## src/fault_led_cfg.svh

```systemverilog
// Constants for the fault, status and ID indicator controller
// Overview of operation
// Every error source has its own enable
// PCI system error reaches NMI only when enabled
// Unrecoverable processor-bus error drives bus error, NMI
// ECC single or double error raises SMI
// One latched LED per memory module error
// One processor LED lit while processor disabled
// Per-fan LEDs plus combined assembly fan LED
// Fault LED image saved and restored after AC
// Clear only by powered panel reset or command
// Status LED colour and blink encode state
// Board and front status LEDs share source
// Critical state entered from listed critical events
// Power stays on after power-off means failure
// Non-critical state from thresholds, intrusion, satellite
// Degraded from disabled processor, mapped memory, redundancy
// ID LED toggles on each ID press
// Most severe active state is shown
// Blinking uses one configurable even blink period
`ifndef FAULT_LED_CFG_SVH
`define FAULT_LED_CFG_SVH
// Register byte offsets
`define REG_CTRL 12'h000
`define REG_COND 12'h004
`define REG_FAULT 12'h008
`define REG_STATUS 12'h00C
`define REG_BLINK 12'h010
// Control register fields
`define CTRL_PCI_NMI_EN 0
`define CTRL_PROC_NMI_EN 1
`define CTRL_MEM_SMI_EN 2
`define CTRL_SENS_SMI_EN 3
`define CTRL_REDUNDANT 4
`define CTRL_FAULT_CLR 8
`define CTRL_RST 32'h0000001F
// Condition register fields (software-reported events)
`define COND_SAT_CRIT 0
`define COND_SAT_NONCRIT 1
`define COND_LOG_ERR 2
`define COND_MEM_MAPOUT 3
`define COND_POST_STOP 4
`define COND_RST 32'h00000010
// Indicator counts
`define NUM_DIMM 6
`define NUM_CPU 2
`define NUM_FAN 4
`define FAULT_W 13
// Fans fed from the assembly header
`define FAN_ASSY_MASK 4'h3
// Blink half period in clock cycles, reset value
`define BLINK_RST 32'h005F5E10
// Power-off failure timeout
`define CLK_HZ 25000000
`define PWR_FAIL_US 1000
`define PWR_FAIL_CYC ((`PWR_FAIL_US * (`CLK_HZ / 1000000)))
`endif

```

## src/fault_led_pkg.sv

```systemverilog
// Types shared by the indicator controller
package fault_led_pkg;
  // One-hot status LED states
  typedef enum logic [4:0] {
    ST_OFF = 5'b00001,
    ST_NORMAL = 5'b00010,
    ST_DEGRADED = 5'b00100,
    ST_NONCRIT = 5'b01000,
    ST_CRIT = 5'b10000
  } sys_state_e;
  // Two-colour LED drive
  typedef struct packed {
    logic green;
    logic amber;
  } led_s;
  // Latched fault indicators
  typedef struct packed {
    logic fan_assy;
    logic [3:0] fan;
    logic [1:0] cpu;
    logic [5:0] dimm;
  } fault_s;
endpackage

```

## src/fault_led_ctrl.sv

```systemverilog
// Error routing, latched fault LEDs, status and ID LED controller
`timescale 1ns/100ps
`default_nettype none
`include "fault_led_cfg.svh"
module fault_led_ctrl import fault_led_pkg::*; #(
  parameter int PWR_FAIL_CYCLES = `PWR_FAIL_CYC
) (
  // Clock and reset
  input wire logic clk,
  input wire logic rst_n,
  // APB slave
  input wire logic psel,
  input wire logic penable,
  input wire logic pwrite,
  input wire logic [11:0] paddr,
  input wire logic [31:0] pwdata,
  output logic [31:0] prdata,
  output logic pready,
  output logic pslverr,
  // Error sources
  input wire logic pci_serr,
  input wire logic proc_bus_unrec_err,
  input wire logic ecc_present,
  input wire logic mem_sbe,
  input wire logic mem_dbe,
  input wire logic sensor_event,
  output logic proc_bus_error_out,
  output logic nmi,
  output logic smi,
  // Fault sources
  input wire logic [5:0] dimm_uncorr,
  input wire logic [1:0] cpu_disabled,
  input wire logic [3:0] fan_fail,
  // Condition sources
  input wire logic thr_crit,
  input wire logic thr_noncrit,
  input wire logic chassis_intrusion,
  input wire logic cpu_install_fail,
  input wire logic nonredundant_pwr,
  input wire logic pwr_off_req,
  input wire logic sys_pwr_on,
  // Front panel and power
  input wire logic main_power,
  input wire logic fp_reset,
  input wire logic id_button,
  // Nonvolatile fault image
  input wire logic [12:0] nv_image_in,
  output logic [12:0] nv_image_out,
  // Indicator outputs
  output fault_s fault_led,
  output led_s board_status_led,
  output led_s panel_status_led,
  output logic id_led
);
  // Register state
  logic [31:0] ctrl_q; // Enables and configuration
  logic [31:0] cond_q; // Software-reported conditions
  logic [31:0] blink_q; // Blink half period
  logic [31:0] prdata_q; // Read data
  logic clr_cmd_q; // Fault clear command pulse
  fault_s fault_q; // Latched faults
  logic restore_q; // Image load pending
  logic nmi_q, smi_q, proc_bus_error_out_q; // Interrupt outputs
  logic pwr_fail_q; // Power subsystem failure
  logic [31:0] pwr_cnt_q; // Power-off timeout count
  logic [31:0] blink_cnt_q; // Blink counter
  logic blink_ph_q; // Blink phase
  logic id_q, id_prev_q; // ID LED and button sample
  sys_state_e state_q, state_d; // Status LED state
  led_s led_q; // Status LED drive
  logic wr_en, rd_en, addr_ok; // Bus decode
  logic fault_clr; // Any clearing event
  logic crit, noncrit, degraded; // Condition groups

  // Bus decode, zero wait states
  assign wr_en = psel && penable && pwrite;
  assign rd_en = psel && !penable && !pwrite;
  assign addr_ok = (paddr == `REG_CTRL) || (paddr == `REG_COND) || (paddr == `REG_FAULT) ||
                   (paddr == `REG_STATUS) || (paddr == `REG_BLINK);
  assign pready = 1'b1;
  assign pslverr = psel && penable && !addr_ok;
  assign prdata = prdata_q;

  // Control and condition registers
  always_ff @(posedge clk or negedge rst_n) begin
    if (!rst_n) begin
      ctrl_q <= `CTRL_RST;
      cond_q <= `COND_RST;
      blink_q <= `BLINK_RST;
    end else if (wr_en) begin
      // Writable registers
      case (paddr)
        `REG_CTRL: ctrl_q <= {27'h0, pwdata[4:0]};
        `REG_COND: cond_q <= {27'h0, pwdata[4:0]};
        `REG_BLINK: blink_q <= (pwdata == 32'h0) ? 32'h00000001 : pwdata;
        default: ;
      endcase
    end
  end

  // Clear command pulse from a control write
  always_ff @(posedge clk or negedge rst_n) begin
    if (!rst_n) begin
      clr_cmd_q <= 1'b0;
    end else begin
      clr_cmd_q <= wr_en && (paddr == `REG_CTRL) && pwdata[`CTRL_FAULT_CLR];
    end
  end

  // Read data captured in the setup cycle
  always_ff @(posedge clk or negedge rst_n) begin
    if (!rst_n) begin
      prdata_q <= 32'h0;
    end else if (rd_en) begin
      case (paddr)
        `REG_CTRL: prdata_q <= ctrl_q;
        `REG_COND: prdata_q <= cond_q;
        `REG_FAULT: prdata_q <= {19'h0, fault_q};
        `REG_STATUS: prdata_q <= {22'h0, pwr_fail_q, id_q, led_q, 1'b0, state_q};
        `REG_BLINK: prdata_q <= blink_q;
        default: prdata_q <= 32'h0;
      endcase
    end
  end

  // Error routing to NMI and SMI
  always_ff @(posedge clk or negedge rst_n) begin
    if (!rst_n) begin
      proc_bus_error_out_q <= 1'b0;
      nmi_q <= 1'b0;
      smi_q <= 1'b0;
    end else begin
      // bus error raise
      proc_bus_error_out_q <= proc_bus_unrec_err;
      // gated NMI
      nmi_q <= (pci_serr && ctrl_q[`CTRL_PCI_NMI_EN]) ||
               (proc_bus_unrec_err && ctrl_q[`CTRL_PROC_NMI_EN]);
      // gated SMI
      smi_q <= (ecc_present && (mem_sbe || mem_dbe) && ctrl_q[`CTRL_MEM_SMI_EN]) ||
               (sensor_event && ctrl_q[`CTRL_SENS_SMI_EN]);
    end
  end
  assign proc_bus_error_out = proc_bus_error_out_q;
  assign nmi = nmi_q;
  assign smi = smi_q;

  // only powered panel reset or command
  assign fault_clr = (fp_reset && main_power) || clr_cmd_q;

  // Fault latches; new faults win over a clear
  always_ff @(posedge clk or negedge rst_n) begin
    if (!rst_n) begin
      fault_q <= '0;
      restore_q <= 1'b1;
    end else if (restore_q) begin
      // restore saved image
      fault_q <= fault_s'(nv_image_in);
      restore_q <= 1'b0;
    end else begin
      // set over clear
      fault_q.dimm <= dimm_uncorr | (fault_clr ? 6'h0 : fault_q.dimm);
      fault_q.cpu <= cpu_disabled | (fault_clr ? 2'h0 : fault_q.cpu);
      fault_q.fan <= fan_fail | (fault_clr ? 4'h0 : fault_q.fan);
      fault_q.fan_assy <= (|(fan_fail & `FAN_ASSY_MASK)) || (!fault_clr && fault_q.fan_assy);
    end
  end
  // image for nonvolatile save
  assign nv_image_out = fault_q;
  assign fault_led = fault_q;

  // power still on after power-off request
  always_ff @(posedge clk or negedge rst_n) begin
    if (!rst_n) begin
      pwr_cnt_q <= 32'h0;
      pwr_fail_q <= 1'b0;
    end else if (pwr_off_req && sys_pwr_on) begin
      if (pwr_cnt_q >= 32'(PWR_FAIL_CYCLES - 1)) begin
        pwr_fail_q <= 1'b1;
      end else begin
        pwr_cnt_q <= pwr_cnt_q + 32'h1;
      end
    end else begin
      pwr_cnt_q <= 32'h0;
      pwr_fail_q <= 1'b0;
    end
  end

  // Condition groups
  // critical events
  assign crit = thr_crit || pwr_fail_q || cpu_install_fail ||
                cond_q[`COND_SAT_CRIT] || cond_q[`COND_LOG_ERR];
  // non-critical events
  assign noncrit = thr_noncrit || chassis_intrusion || cond_q[`COND_SAT_NONCRIT];
  // degraded events
  assign degraded = (|cpu_disabled) || cond_q[`COND_MEM_MAPOUT] ||
                    (nonredundant_pwr && ctrl_q[`CTRL_REDUNDANT]);

  // severity ranking
  always_comb begin
    state_d = ST_NORMAL;
    if (cond_q[`COND_POST_STOP]) begin
      state_d = ST_OFF;
    end else if (crit) begin
      state_d = ST_CRIT;
    end else if (noncrit) begin
      state_d = ST_NONCRIT;
    end else if (degraded) begin
      state_d = ST_DEGRADED;
    end
  end

  // Status state register
  always_ff @(posedge clk or negedge rst_n) begin
    if (!rst_n) begin
      state_q <= ST_OFF;
    end else begin
      state_q <= state_d;
    end
  end

  // configurable half-period blink
  always_ff @(posedge clk or negedge rst_n) begin
    if (!rst_n) begin
      blink_cnt_q <= 32'h0;
      blink_ph_q <= 1'b0;
    end else if (blink_cnt_q >= blink_q - 32'h1) begin
      blink_cnt_q <= 32'h0;
      blink_ph_q <= !blink_ph_q;
    end else begin
      blink_cnt_q <= blink_cnt_q + 32'h1;
    end
  end

  // colour encoding
  always_ff @(posedge clk or negedge rst_n) begin
    if (!rst_n) begin
      led_q <= '0;
    end else begin
      case (state_q)
        ST_OFF: led_q <= '{green: 1'b0, amber: 1'b0};
        ST_NORMAL: led_q <= '{green: 1'b1, amber: 1'b0};
        ST_DEGRADED: led_q <= '{green: blink_ph_q, amber: 1'b0};
        ST_NONCRIT: led_q <= '{green: 1'b0, amber: blink_ph_q};
        ST_CRIT: led_q <= '{green: 1'b0, amber: 1'b1};
        default: led_q <= '0;
      endcase
    end
  end
  // single source for both LEDs
  assign board_status_led = led_q;
  assign panel_status_led = led_q;

  // ID toggle on press
  always_ff @(posedge clk or negedge rst_n) begin
    if (!rst_n) begin
      id_prev_q <= 1'b0;
      id_q <= 1'b0;
    end else begin
      id_prev_q <= id_button;
      if (id_button && !id_prev_q) begin
        id_q <= !id_q;
      end
    end
  end
  assign id_led = id_q;
endmodule
`default_nettype wire

```

## config.mk

```make
export PLATFORM = sky130hd
export DESIGN_NAME = fault_led_ctrl
export DESIGN_NICKNAME = d
export VERILOG_FILES = /design/src/fault_led_pkg.sv /design/src/fault_led_ctrl.sv
export VERILOG_INCLUDE_DIRS = /design/src
export SDC_FILE = /design/constraint.sdc
export NUM_CORES = 1
export LEC_CHECK = 0
export ABC_AREA = 0
export BUFFER_PORTS_ARGS = -buffer_cell sky130_fd_sc_hd__buf_2
export CAP_MARGIN = 40
export CORE_AREA = 4 4 128 130
export DETAILED_ROUTE_END_ITERATION = 7
export DIE_AREA = 0 0 132 134
export PLACE_DENSITY = 0.78
export SYNTH_ARGS = -nofsm -noshare
export SYNTH_HDL_FRONTEND = slang
export SYNTH_SLANG_ARGS = --single-unit
```

## constraint.sdc

```tcl
create_clock -name clk -period 5.06 [get_ports clk]
set_input_delay 1.012 -clock clk [delete_from_list [all_inputs] [get_ports clk]]
set_output_delay 1.012 -clock clk [all_outputs]
set_load 0.1 [all_outputs]
```

---- After elaboration in Yosys (flattened, before gate mapping) ----
Index checks and enable logic that the tools add are counted.
Widths: inputs -> output; s select.
storage, ports and cells
  register bits ........................... 167
  input port bits ......................... 90
  word-level logic and storage cells ...... 104
cells by class
  add/sub/neg operators ................... 3
  $lt $le $gt $ge ......................... 2
  eq/ne operators ......................... 10
  mux-type cells .......................... 16
  bitwise operators ....................... 3
  reduce and logical (&&, ||, !) cells .... 48
operators with widths
  kind                   count
  $pmux 32 s5            1
  $mux 32                4
  $add 32x1->32 const B  2
  $ge 32x15->1 const B   1
  $ge 32x32->1           1
  $logic_not 32->1       1
  $sub 32x1->32 const B  1
  $eq 12x4->1 const B    2
  $logic_and 1x1->1      17
  $logic_or 1x1->1       17
  $mux 13                1
  $eq 12x3->1 const B    1
  $eq 12x5->1 const B    1
  $logic_not 12->1       1
  $mux 5                 2
  $mux 4                 2
  $pmux 2 s4             1
  $logic_not 1->1        7
  $mux 6                 1
  $or 6x6->6             1
  $reduce_and 2->1       3
  $eq 5x2->1 const B     1
  $eq 5x3->1 const B     1
  $eq 5x4->1 const B     1
  9 further kinds        11

---- Logic depth before layout (Yosys ltp) ----
Gate-level depths: netlist of run 1.
  word-level depth ........................ 7
  mapped depth ............................ 15
  gate-level depth less buffers ........... 14

---- Worst setup path after synthesis of run 1 ----
Ideal clock, no wire load.
  path kind ............................... input to output
  start point ............................. in paddr[5]
  end point ............................... out pslverr
  arrival ................................. 2.588 ns
  slack ................................... 1.460 ns
  cell stages on the path ................. 3
  cell sequence ........................... or3_1 a211oi_1 nor2_1
between the ends
  longest elaborated chain between the ends .. 7
  elaborated cells on any way between the ends .. 11
  classes of those cells .................. 4 x eq/ne; 7 x reduce/logical
ends and longest elaborated chain
  what                                                    line                  text
  start, declared                                         fault_led_ctrl.sv:15  input wire logic [11:0] paddr,
  $eq 12x3->1 / $logic_not 12->1 (equally long branches)  n/a
  $logic_or 1x1->1 (3 in series)                          fault_led_ctrl.sv:78  assign addr_ok = (paddr == `REG_CTRL) || (paddr == `REG_COND) || (paddr == `REG_FAULT) ||
  $logic_or 1x1->1 (*)                                    fault_led_ctrl.sv:78
  $logic_not 1->1 (*)                                     fault_led_ctrl.sv:81  assign pslverr = psel && penable && !addr_ok;
  $logic_and 1x1->1 (*)                                   fault_led_ctrl.sv:81
  end, declared                                           fault_led_ctrl.sv:19  output logic pslverr,
Every way passes the cells marked *; elsewhere a longest branch is shown, timed or not.

---- Final worst setup path of run 1 ----
  start point ............................. reg blink_q[7]
  end point ............................... reg blink_ph_q
between the ends
  longest elaborated chain between the ends .. 2
ends and longest elaborated chain
  what                    line                   text
  start, declared         fault_led_ctrl.sv:58   logic [31:0] blink_q;
  start signal, assigned  fault_led_ctrl.sv:89   blink_q <= `BLINK_RST;
  start signal, assigned  fault_led_ctrl.sv:95   `REG_BLINK: blink_q <= (pwdata == 32'h0) ? 32'h00000001 : pwdata;
  $sub 32x1->32           fault_led_ctrl.sv:226  end else if (blink_cnt_q >= blink_q - 32'h1) begin
  $ge 32x32->1            fault_led_ctrl.sv:226
  end signal, assigned    fault_led_ctrl.sv:228  blink_ph_q <= !blink_ph_q;
  end, declared           fault_led_ctrl.sv:67   logic blink_ph_q;
Every way passes these cells.
A chain may end at the register's enable or synchronous reset.

==> flow_summary_export.csv, run 1 <==
group,metric,value,unit
outcome,status,"complete, no violations",
cts,cts.repair.resized,0,
worst_setup_path,r2r-start,"blink_q[7]$_DFFE_PN0P_",
power_and_ir_drop,p_sw,0.933,mW
timing,finalSetupViolations,0,
synth,synth_top_cell_by_area,"dfrtp_1",
floorplanning,die_w,132,um
global_routing,antenna_found_initial,0,
worst_setup_path,cp_slowest_stage_delay,0.59,ns
power_and_ir_drop,clkPwrFrac,41.4,%
cells_and_area,final_util,65.1,%
worst_setup_path,timing.rr.end,"blink_ph_q$_DFFE_PN0P_",
timing,worst_hold_slack,0.411,ns
power_and_ir_drop,internal-power,2.14,mW
synth,yosysWarnings,0,
power_and_ir_drop,power,3.07,mW
synth,synth_edf_count,0,
worst_setup_path,cp_top_family,"simple AND/OR/NAND/NOR gates",
route,viasPerCell,5.89,
worst_setup_path,critPathMaxFanout,33,
timing,tns,0,ns
global_routing,track_usage,23.9,%
place,dp.cells,1134,
global_routing,overflow,0,
timing,final_hold_viol_count,0,
worst_setup_path,cp-start-kind,"register",
synth,synth_top_area_share,43.6,%
cts,clkLatencyLatePin,0.43,ns
global_routing,busiest_layer,"met2",
floorplanning,ios,158,
synth,synth_common_cells,"dfrtp_1 (147), nand2_1 (102), nor2_1 (75), nand3_1 (41), xor2_1 (40)",
worst_setup_path,cp_common_cell,"xor2_1",
synth,ys_top_cells_by_area,"dfrtp_1 (44%), dfstp_2 (6.2%), ha_1 (5.2%), nand2_1 (4.5%), xor2_1 (4.2%)",
worst_setup_path,cp_slowest_cell,"or4_1",
worst_setup_path,worstRegToRegCells,14,
route,ant_nets,0,
synth,synth-seq-cells,167,
timing,fmax,251,MHz
synth,synthArstFlopShare,100,%
global_routing,grt_max_degree,92,
global_routing,met2_usage,40.6,%
timing,slew_headroom,47.5,%
route,firstDrtPassIters,5,
cts,post_cts_buffers,0,
timing,period_share,78.8,%
cells_and_area,fillers,1217,
worst_setup_path,cp-end-kind,"register",
worst_setup_path,path_cells,"or4_1 -> nor4_2 -> nand3_1 -> nor2_2 -> nand3b_1 -> xor2_1 -> ha_1 -> nand4_1 -> nor2_1 -> a221o_1 -> a211oi_1 -> o21ai_2 -> buf_4 -> xor2_1",
timing,maxSlewViolCount,0,
route,first_iter_violations,592,
global_routing,grt_pass1_vias,6847,
floorplanning,initial_core_util,55.7,%
power_and_ir_drop,comb_power_share,13.0,%
synth,synth-seq-area-share,49.8,%
cells_and_area,stdcell_count,1166,
synth,yosysUniqueCellTypes,58,
min_path,hold_class,"register to register",
global_routing,grt_first_pass_wirelength,34200,um
min_path,whs_path_depth,0,
place,place_congestion,0.908,
cells_and_area,drive_gt1_share,25.4,%
cts,cts_buffer_depth,2,
flow_run,max-cap-violations,0,
cts,clock-sinks,167,
route,drc_errors,0,
place,hpwl,15100,um
worst_setup_path,critPathKind,"register to register",
route,drt-total-wl,20700,um
power_and_ir_drop,power_leakage,4.79,nW
cts,htreeDepth,4,
power_and_ir_drop,ir_drop,0.000244,V
cells_and_area,antenna_cells,0,
worst_setup_path,crit_arrival,4.29,ns
cells_and_area,area_growth,16.9,%
worst_setup_path,r2r_slack,1.07,ns
floorplanning,dieHeight,134,um
timing,worst_pin_slew,0.788,ns
route,dr_total_vias,6869,
synth,syn_avg_cell_area,10.1,sq um
worst_setup_path,cp.required,5.36,ns
cts,cts_buffers,17,
synth,ys.flop_type,"dfrtp_1",
timing,fin_skew,0.0111,ns
timing,grt_setup_unrepaired,"no",
place,io_buffers,156,
global_routing,grtUsageMet1,30.4,%
power_and_ir_drop,power_density,312,mW/mm^2
cts,cts_tree,"built",
route,wl_per_cell,17.7,um
synth,synth_most_common_cell,"dfrtp_1",
floorplanning,rows,45,
global_routing,grt_use_met3,5.78,%
timing,min_period,3.99,ns
cts,root_buffer,"clkbuf_16",
cts,hold_buffers,0,
worst_setup_path,critPathBufInv,1,
min_path,min_from,"cond_q[4]$_DFFE_PN1P_",
min_path,holdPathEnd,"state_q[0]$_DFF_PN1_",
synth,netlist_area,0.00844,sq mm
cts,path_clk_slew,0.07,ns
power_and_ir_drop,swShare,30.4,%
floorplanning,coreArea,0.0151,sq mm
cells_and_area,nNetsFinal,1090,
synth,netlist_instances,832,
floorplanning,dieArea,0.0177,sq mm
power_and_ir_drop,seq_power_share,45.6,%
synth,synthesis.nets,957,
[how the worst max path moves through the flow]
| stage | from | end | slack [ns] | depth (start not counted) |
|---|---|---|---|---|
| after floorplan | paddr[5] | pslverr | 1.46 | 3 |
| after global placement | blink_q[7]$_DFFE_PN0P_ | blink_ph_q$_DFFE_PN0P_ | 1.31 | 14 |
| after detailed placement | blink_q[7]$_DFFE_PN0P_ | blink_ph_q$_DFFE_PN0P_ | 1.10 | 14 |
| after CTS | blink_q[7]$_DFFE_PN0P_ | blink_ph_q$_DFFE_PN0P_ | 1.09 | 14 |
| after global routing | blink_q[7]$_DFFE_PN0P_ | blink_ph_q$_DFFE_PN0P_ | 0.76 | 13 |
| final | blink_q[7]$_DFFE_PN0P_ | blink_ph_q$_DFFE_PN0P_ | 1.07 | 14 |
[registers in the layout, indices dropped and copies added, names as in the netlist]
register / cells
prdata: 32
pwr_cnt_q: 32
cond_q: 5
board_status_led: 2
fault_led: 13
state_q: 5
ctrl_q: 5
blink_q: 32
blink_ph_q: 1
smi: 1
id_prev_q: 1
id_led: 1
restore_q: 1
proc_bus_error_out: 1
pwr_fail_q: 1
nmi: 1
clr_cmd_q: 1
blink_cnt_q: 32
[layout by cell type, fill, tap and decap left out, types with 4 or more instances in the layout]
master	Yosys	final
a222oi_1	5	5
a221oi_1	9	9
nand2_1	102	102
a22oi_1	5	5
nand4_1	18	18
nand3b_1	5	5
and3_1	30	30
buf_2	9	155
clkinv_4	0	4
clkbuf_16	0	17
and4_1	5	5
xor2_1	40	40
inv_1	12	12
buf_4	16	7
or3_1	7	7
ha_1	35	35
a21oi_1	31	31
a211oi_1	4	4
dfstp_2	20	20
or4_1	8	8
nor2_1	75	74
mux2_2	12	12
nor3_1	18	18
xnor2_1	30	30
nand2b_1	6	6
nor4_1	15	15
dfrtp_1	147	147
a22o_1	30	30
o21ai_0	27	27
nand3_1	41	41
[cell type report]
cell class / count / area [sq um] / share of cell area [%]
Clock buffer: 19 / 443 / 4.49
Clock inverter: 13 / 141 / 1.43
Inverter: 12 / 45.0 / 0.457
Multi-Input combinational cell: 603 / 3940 / 39.9
Sequential cell: 167 / 4200 / 42.6
Tap cell: 188 / 235 / 2.38
Timing Repair Buffer: 164 / 860 / 8.71
[per-layer routing]
layer  vias to the layer above  routed length (um)
met5                         -                   0
met4                         0                 504
met3                        49                1340
met2                       251               10400
met1                      3330                8490
li1                       3239                   -
[power groups by stage]
stage | clock network (mW) | logic [mW] | registers [mW]
finish | 1.27 | 0.400 | 1.40
global route | 1.35 | 0.421 | 1.40
CTS | 1.29 | 0.402 | 1.40
detailed placement | 0 | 0.402 | 1.42
global placement | 0 | 0.400 | 1.42
floorplan | 0 | 0.153 | 1.55
[through the flow]
step / worst slack (ns) / area (sq um)
finish: 1.07 / 9860
global route: 0.756 / 9860
CTS: 1.09 / 9860
detailed placement: 1.10 / 9280
global placement: 1.31 / 9270
floorplan: 1.46 / 8440
[logic make-up after synthesis]
kind of cell	synth area share, %
AOI/OAI and AO/OA	10.8
xor gates and xnor gates	7.26
adders and majority gates	5.19
buffers and inverters	3.69
DFF	49.8
muxes	1.72
other	0.0890
and+or+nand+nor	21.5
(Power assumes the default switching activity.)
==> inputs of run 2 (changes only) <==
- clock period: 5.06 -> 3.7 ns (I/O delays scaled with it)
==> flow_summary_export.csv, run 2 (synthesis results as in run 1) <==
group,metric,value,unit
route,top_layer_used,"met4",
cts,root_buffer,"clkbuf_16",
timing,fmax,275,MHz
route,dr_total_vias,6924,
route,ant_nets,0,
timing,final_hold_viol_count,0,
cts,path_clk_slew,0.06,ns
route,drc_errors,0,
timing,slew_headroom,47.3,%
place,placed_area,0.00940,sq mm
cts,clock-sinks,167,
global_routing,overflow,0,
route,route.met3.wl,1520,um
worst_setup_path,crit_arrival,4.00,ns
flow_run,max-cap-violations,0,
route,drt-total-wl,21300,um
cells_and_area,final_common_cell,"buf_2",
outcome,status,"complete, no violations",
place,place_congestion,0.924,
worst_setup_path,cp.required,4.06,ns
power_and_ir_drop,power_density,423,mW/mm^2
power_and_ir_drop,power_leakage,4.90,nW
cells_and_area,final_cell_area,0.0101,sq mm
global_routing,grt_max_degree,58,
timing,min_period,3.64,ns
place,io_buffers,156,
timing,period_share,98.4,%
cts,cts_buffers,17,
floorplanning,coreArea,0.0151,sq mm
cells_and_area,final_util,66.5,%
floorplanning,die_w,132,um
route,firstDrtPassIters,5,
global_routing,track_usage,24.1,%
timing,tns,0,ns
worst_setup_path,cp-start-kind,"register",
min_path,hold_class,"primary input to async pin",
global_routing,antenna_found_initial,0,
cts,cts_buffer_depth,2,
timing,finalSetupViolations,0,
route,met1_length,8480,um
global_routing,grt_first_pass_wirelength,34500,um
floorplanning,initial_core_util,55.7,%
cells_and_area,nNetsFinal,1105,
cells_and_area,antenna_cells,0,
power_and_ir_drop,ir_drop,0.000373,V
worst_setup_path,cp-end-kind,"register",
worst_setup_path,path_cells,"or3_1 -> or3_1 -> nor3_2 -> nor3b_2 -> xnor2_1 -> ha_1 -> a21oi_1 -> nand2_1 -> a221o_1 -> a211oi_2 -> o21ai_4 -> buf_12 -> buf_12 -> nor2_1",
route,first_iter_violations,650,
timing,worst_pin_slew,0.791,ns
place,hpwl,15200,um
worst_setup_path,cp_slowest_stage_delay,0.44,ns
route,met2_length,10700,um
floorplanning,dieArea,0.0177,sq mm
cells_and_area,layout_common_cells,"buf_2 (155), dfrtp_1 (147), nand2_1 (102), nor2_1 (73), xor2_1 (40)",
floorplanning,rows,45,
route,viasPerCell,5.86,
timing,fin_skew,0.00948,ns
worst_setup_path,cp_slowest_cell,"dfrtp_1",
cts,cts_tree,"built",
cts,htreeDepth,4,
floorplanning,ios,158,
route,wl_per_cell,18.0,um
worst_setup_path,critPathKind,"register to register",
worst_setup_path,critPathMaxFanout,14,
cells_and_area,area_growth,19.4,%
floorplanning,dieHeight,134,um
timing,maxSlewViolCount,0,
global_routing,grt_pass1_vias,6945,
cts,clkLatencyLatePin,0.44,ns
cells_and_area,drive_gt1_share,27.3,%
power_and_ir_drop,power,4.26,mW
cells_and_area,fillers,1191,
## run 2: changes by cell type in the layout (fill, tap and decap cells not counted), moves of 2 or more
cell / change
buf_12: +2
buf_4: +13
clkinv_2: +2
clkinv_4: -4
inv_6: +2
nand3_1: -2
nand3_2: +2
nor3_1: -2
## run 2: worst paths after layout
kind	from	to	slack [ns]	cells after the start
max reg2reg	blink_q[24]$_DFFE_PN0P_	blink_cnt_q[31]$_DFF_PN0_	0.06	14
min in group clk	cond_q[4]$_DFFE_PN1P_	state_q[0]$_DFF_PN1_	0.41	0
min	rst_n	blink_cnt_q[27]$_DFF_PN0_	0.28	1
max	blink_q[24]$_DFFE_PN0P_	blink_cnt_q[31]$_DFF_PN0_	0.06	14
min reg2reg	cond_q[4]$_DFFE_PN1P_	state_q[0]$_DFF_PN1_	0.41	0
max in group asynchronous	rst_n	cond_q[4]$_DFFE_PN1P_	2.59	2
## run 2: power breakdown
part	internal [mW]	switching, mW	leakage (nW)
Sequential	1.87	0.0499	2.20
Combinational	0.108	0.455	2.42
Clock	1.02	0.761	0.284
## run 2: repair_timing
item,in CTS,in global routing
pin swaps,0,1
endpoints found under the setup margin,28,33
buffers inserted,0,1
hold buffers,0,0
gates resized for setup,3,10
gates cloned,0,0
## run 2: worst max-delay path, delay by kind of cell, from the launching register on
kind | cells | cell delay, ns
and+or+nand+nor | 6 | 1.48
AOI/OAI and AO/OA | 4 | 0.94
DFF | 1 | 0.44
buffers and inverters | 2 | 0.29
adders and majority gates | 1 | 0.28
xor gates and xnor gates | 1 | 0.15
## run 2: layout make-up
| class | count | area, sq um | share of cell area, % |
|---|---|---|---|
| multi-input combinational | 603 | 4010 | 39.8 |
| inverter | 12 | 45.0 | 0.447 |
| tap | 188 | 235 | 2.33 |
| clock buffer | 20 | 447 | 4.43 |
| sequential | 167 | 4200 | 41.7 |
| clock inverter | 12 | 140 | 1.39 |
| timing repair buffer | 179 | 997 | 9.90 |
## run 2: per-stage QoR
| stage | std cells | hold WS [ns] | setup WS [ns] |
|---|---|---|---|
| 2_1_floorplan | 832 | 0.385 | 0.130 |
| 3_3_place_gp | 1147 | 0.400 | 0.0388 |
| 3_5_place_dp | 1148 | 0.399 | -0.0226 |
| 4_1_cts | 1180 | 0.292 | 0.0294 |
| 5_1_grt | 1181 | 0.321 | -0.133 |
| 6_report | 1181 | 0.279 | 0.0596 |
## run 2: metal layers
| metal | vias to the layer above | GRT usage, % |
|---|---|---|
| li1 | 3268 | - |
| met1 | 3340 | 30.0 |
| met2 | 265 | 41.4 |
| met3 | 51 | 5.25 |
| met4 | 0 | 9.28 |
| met5 | - | 0 |
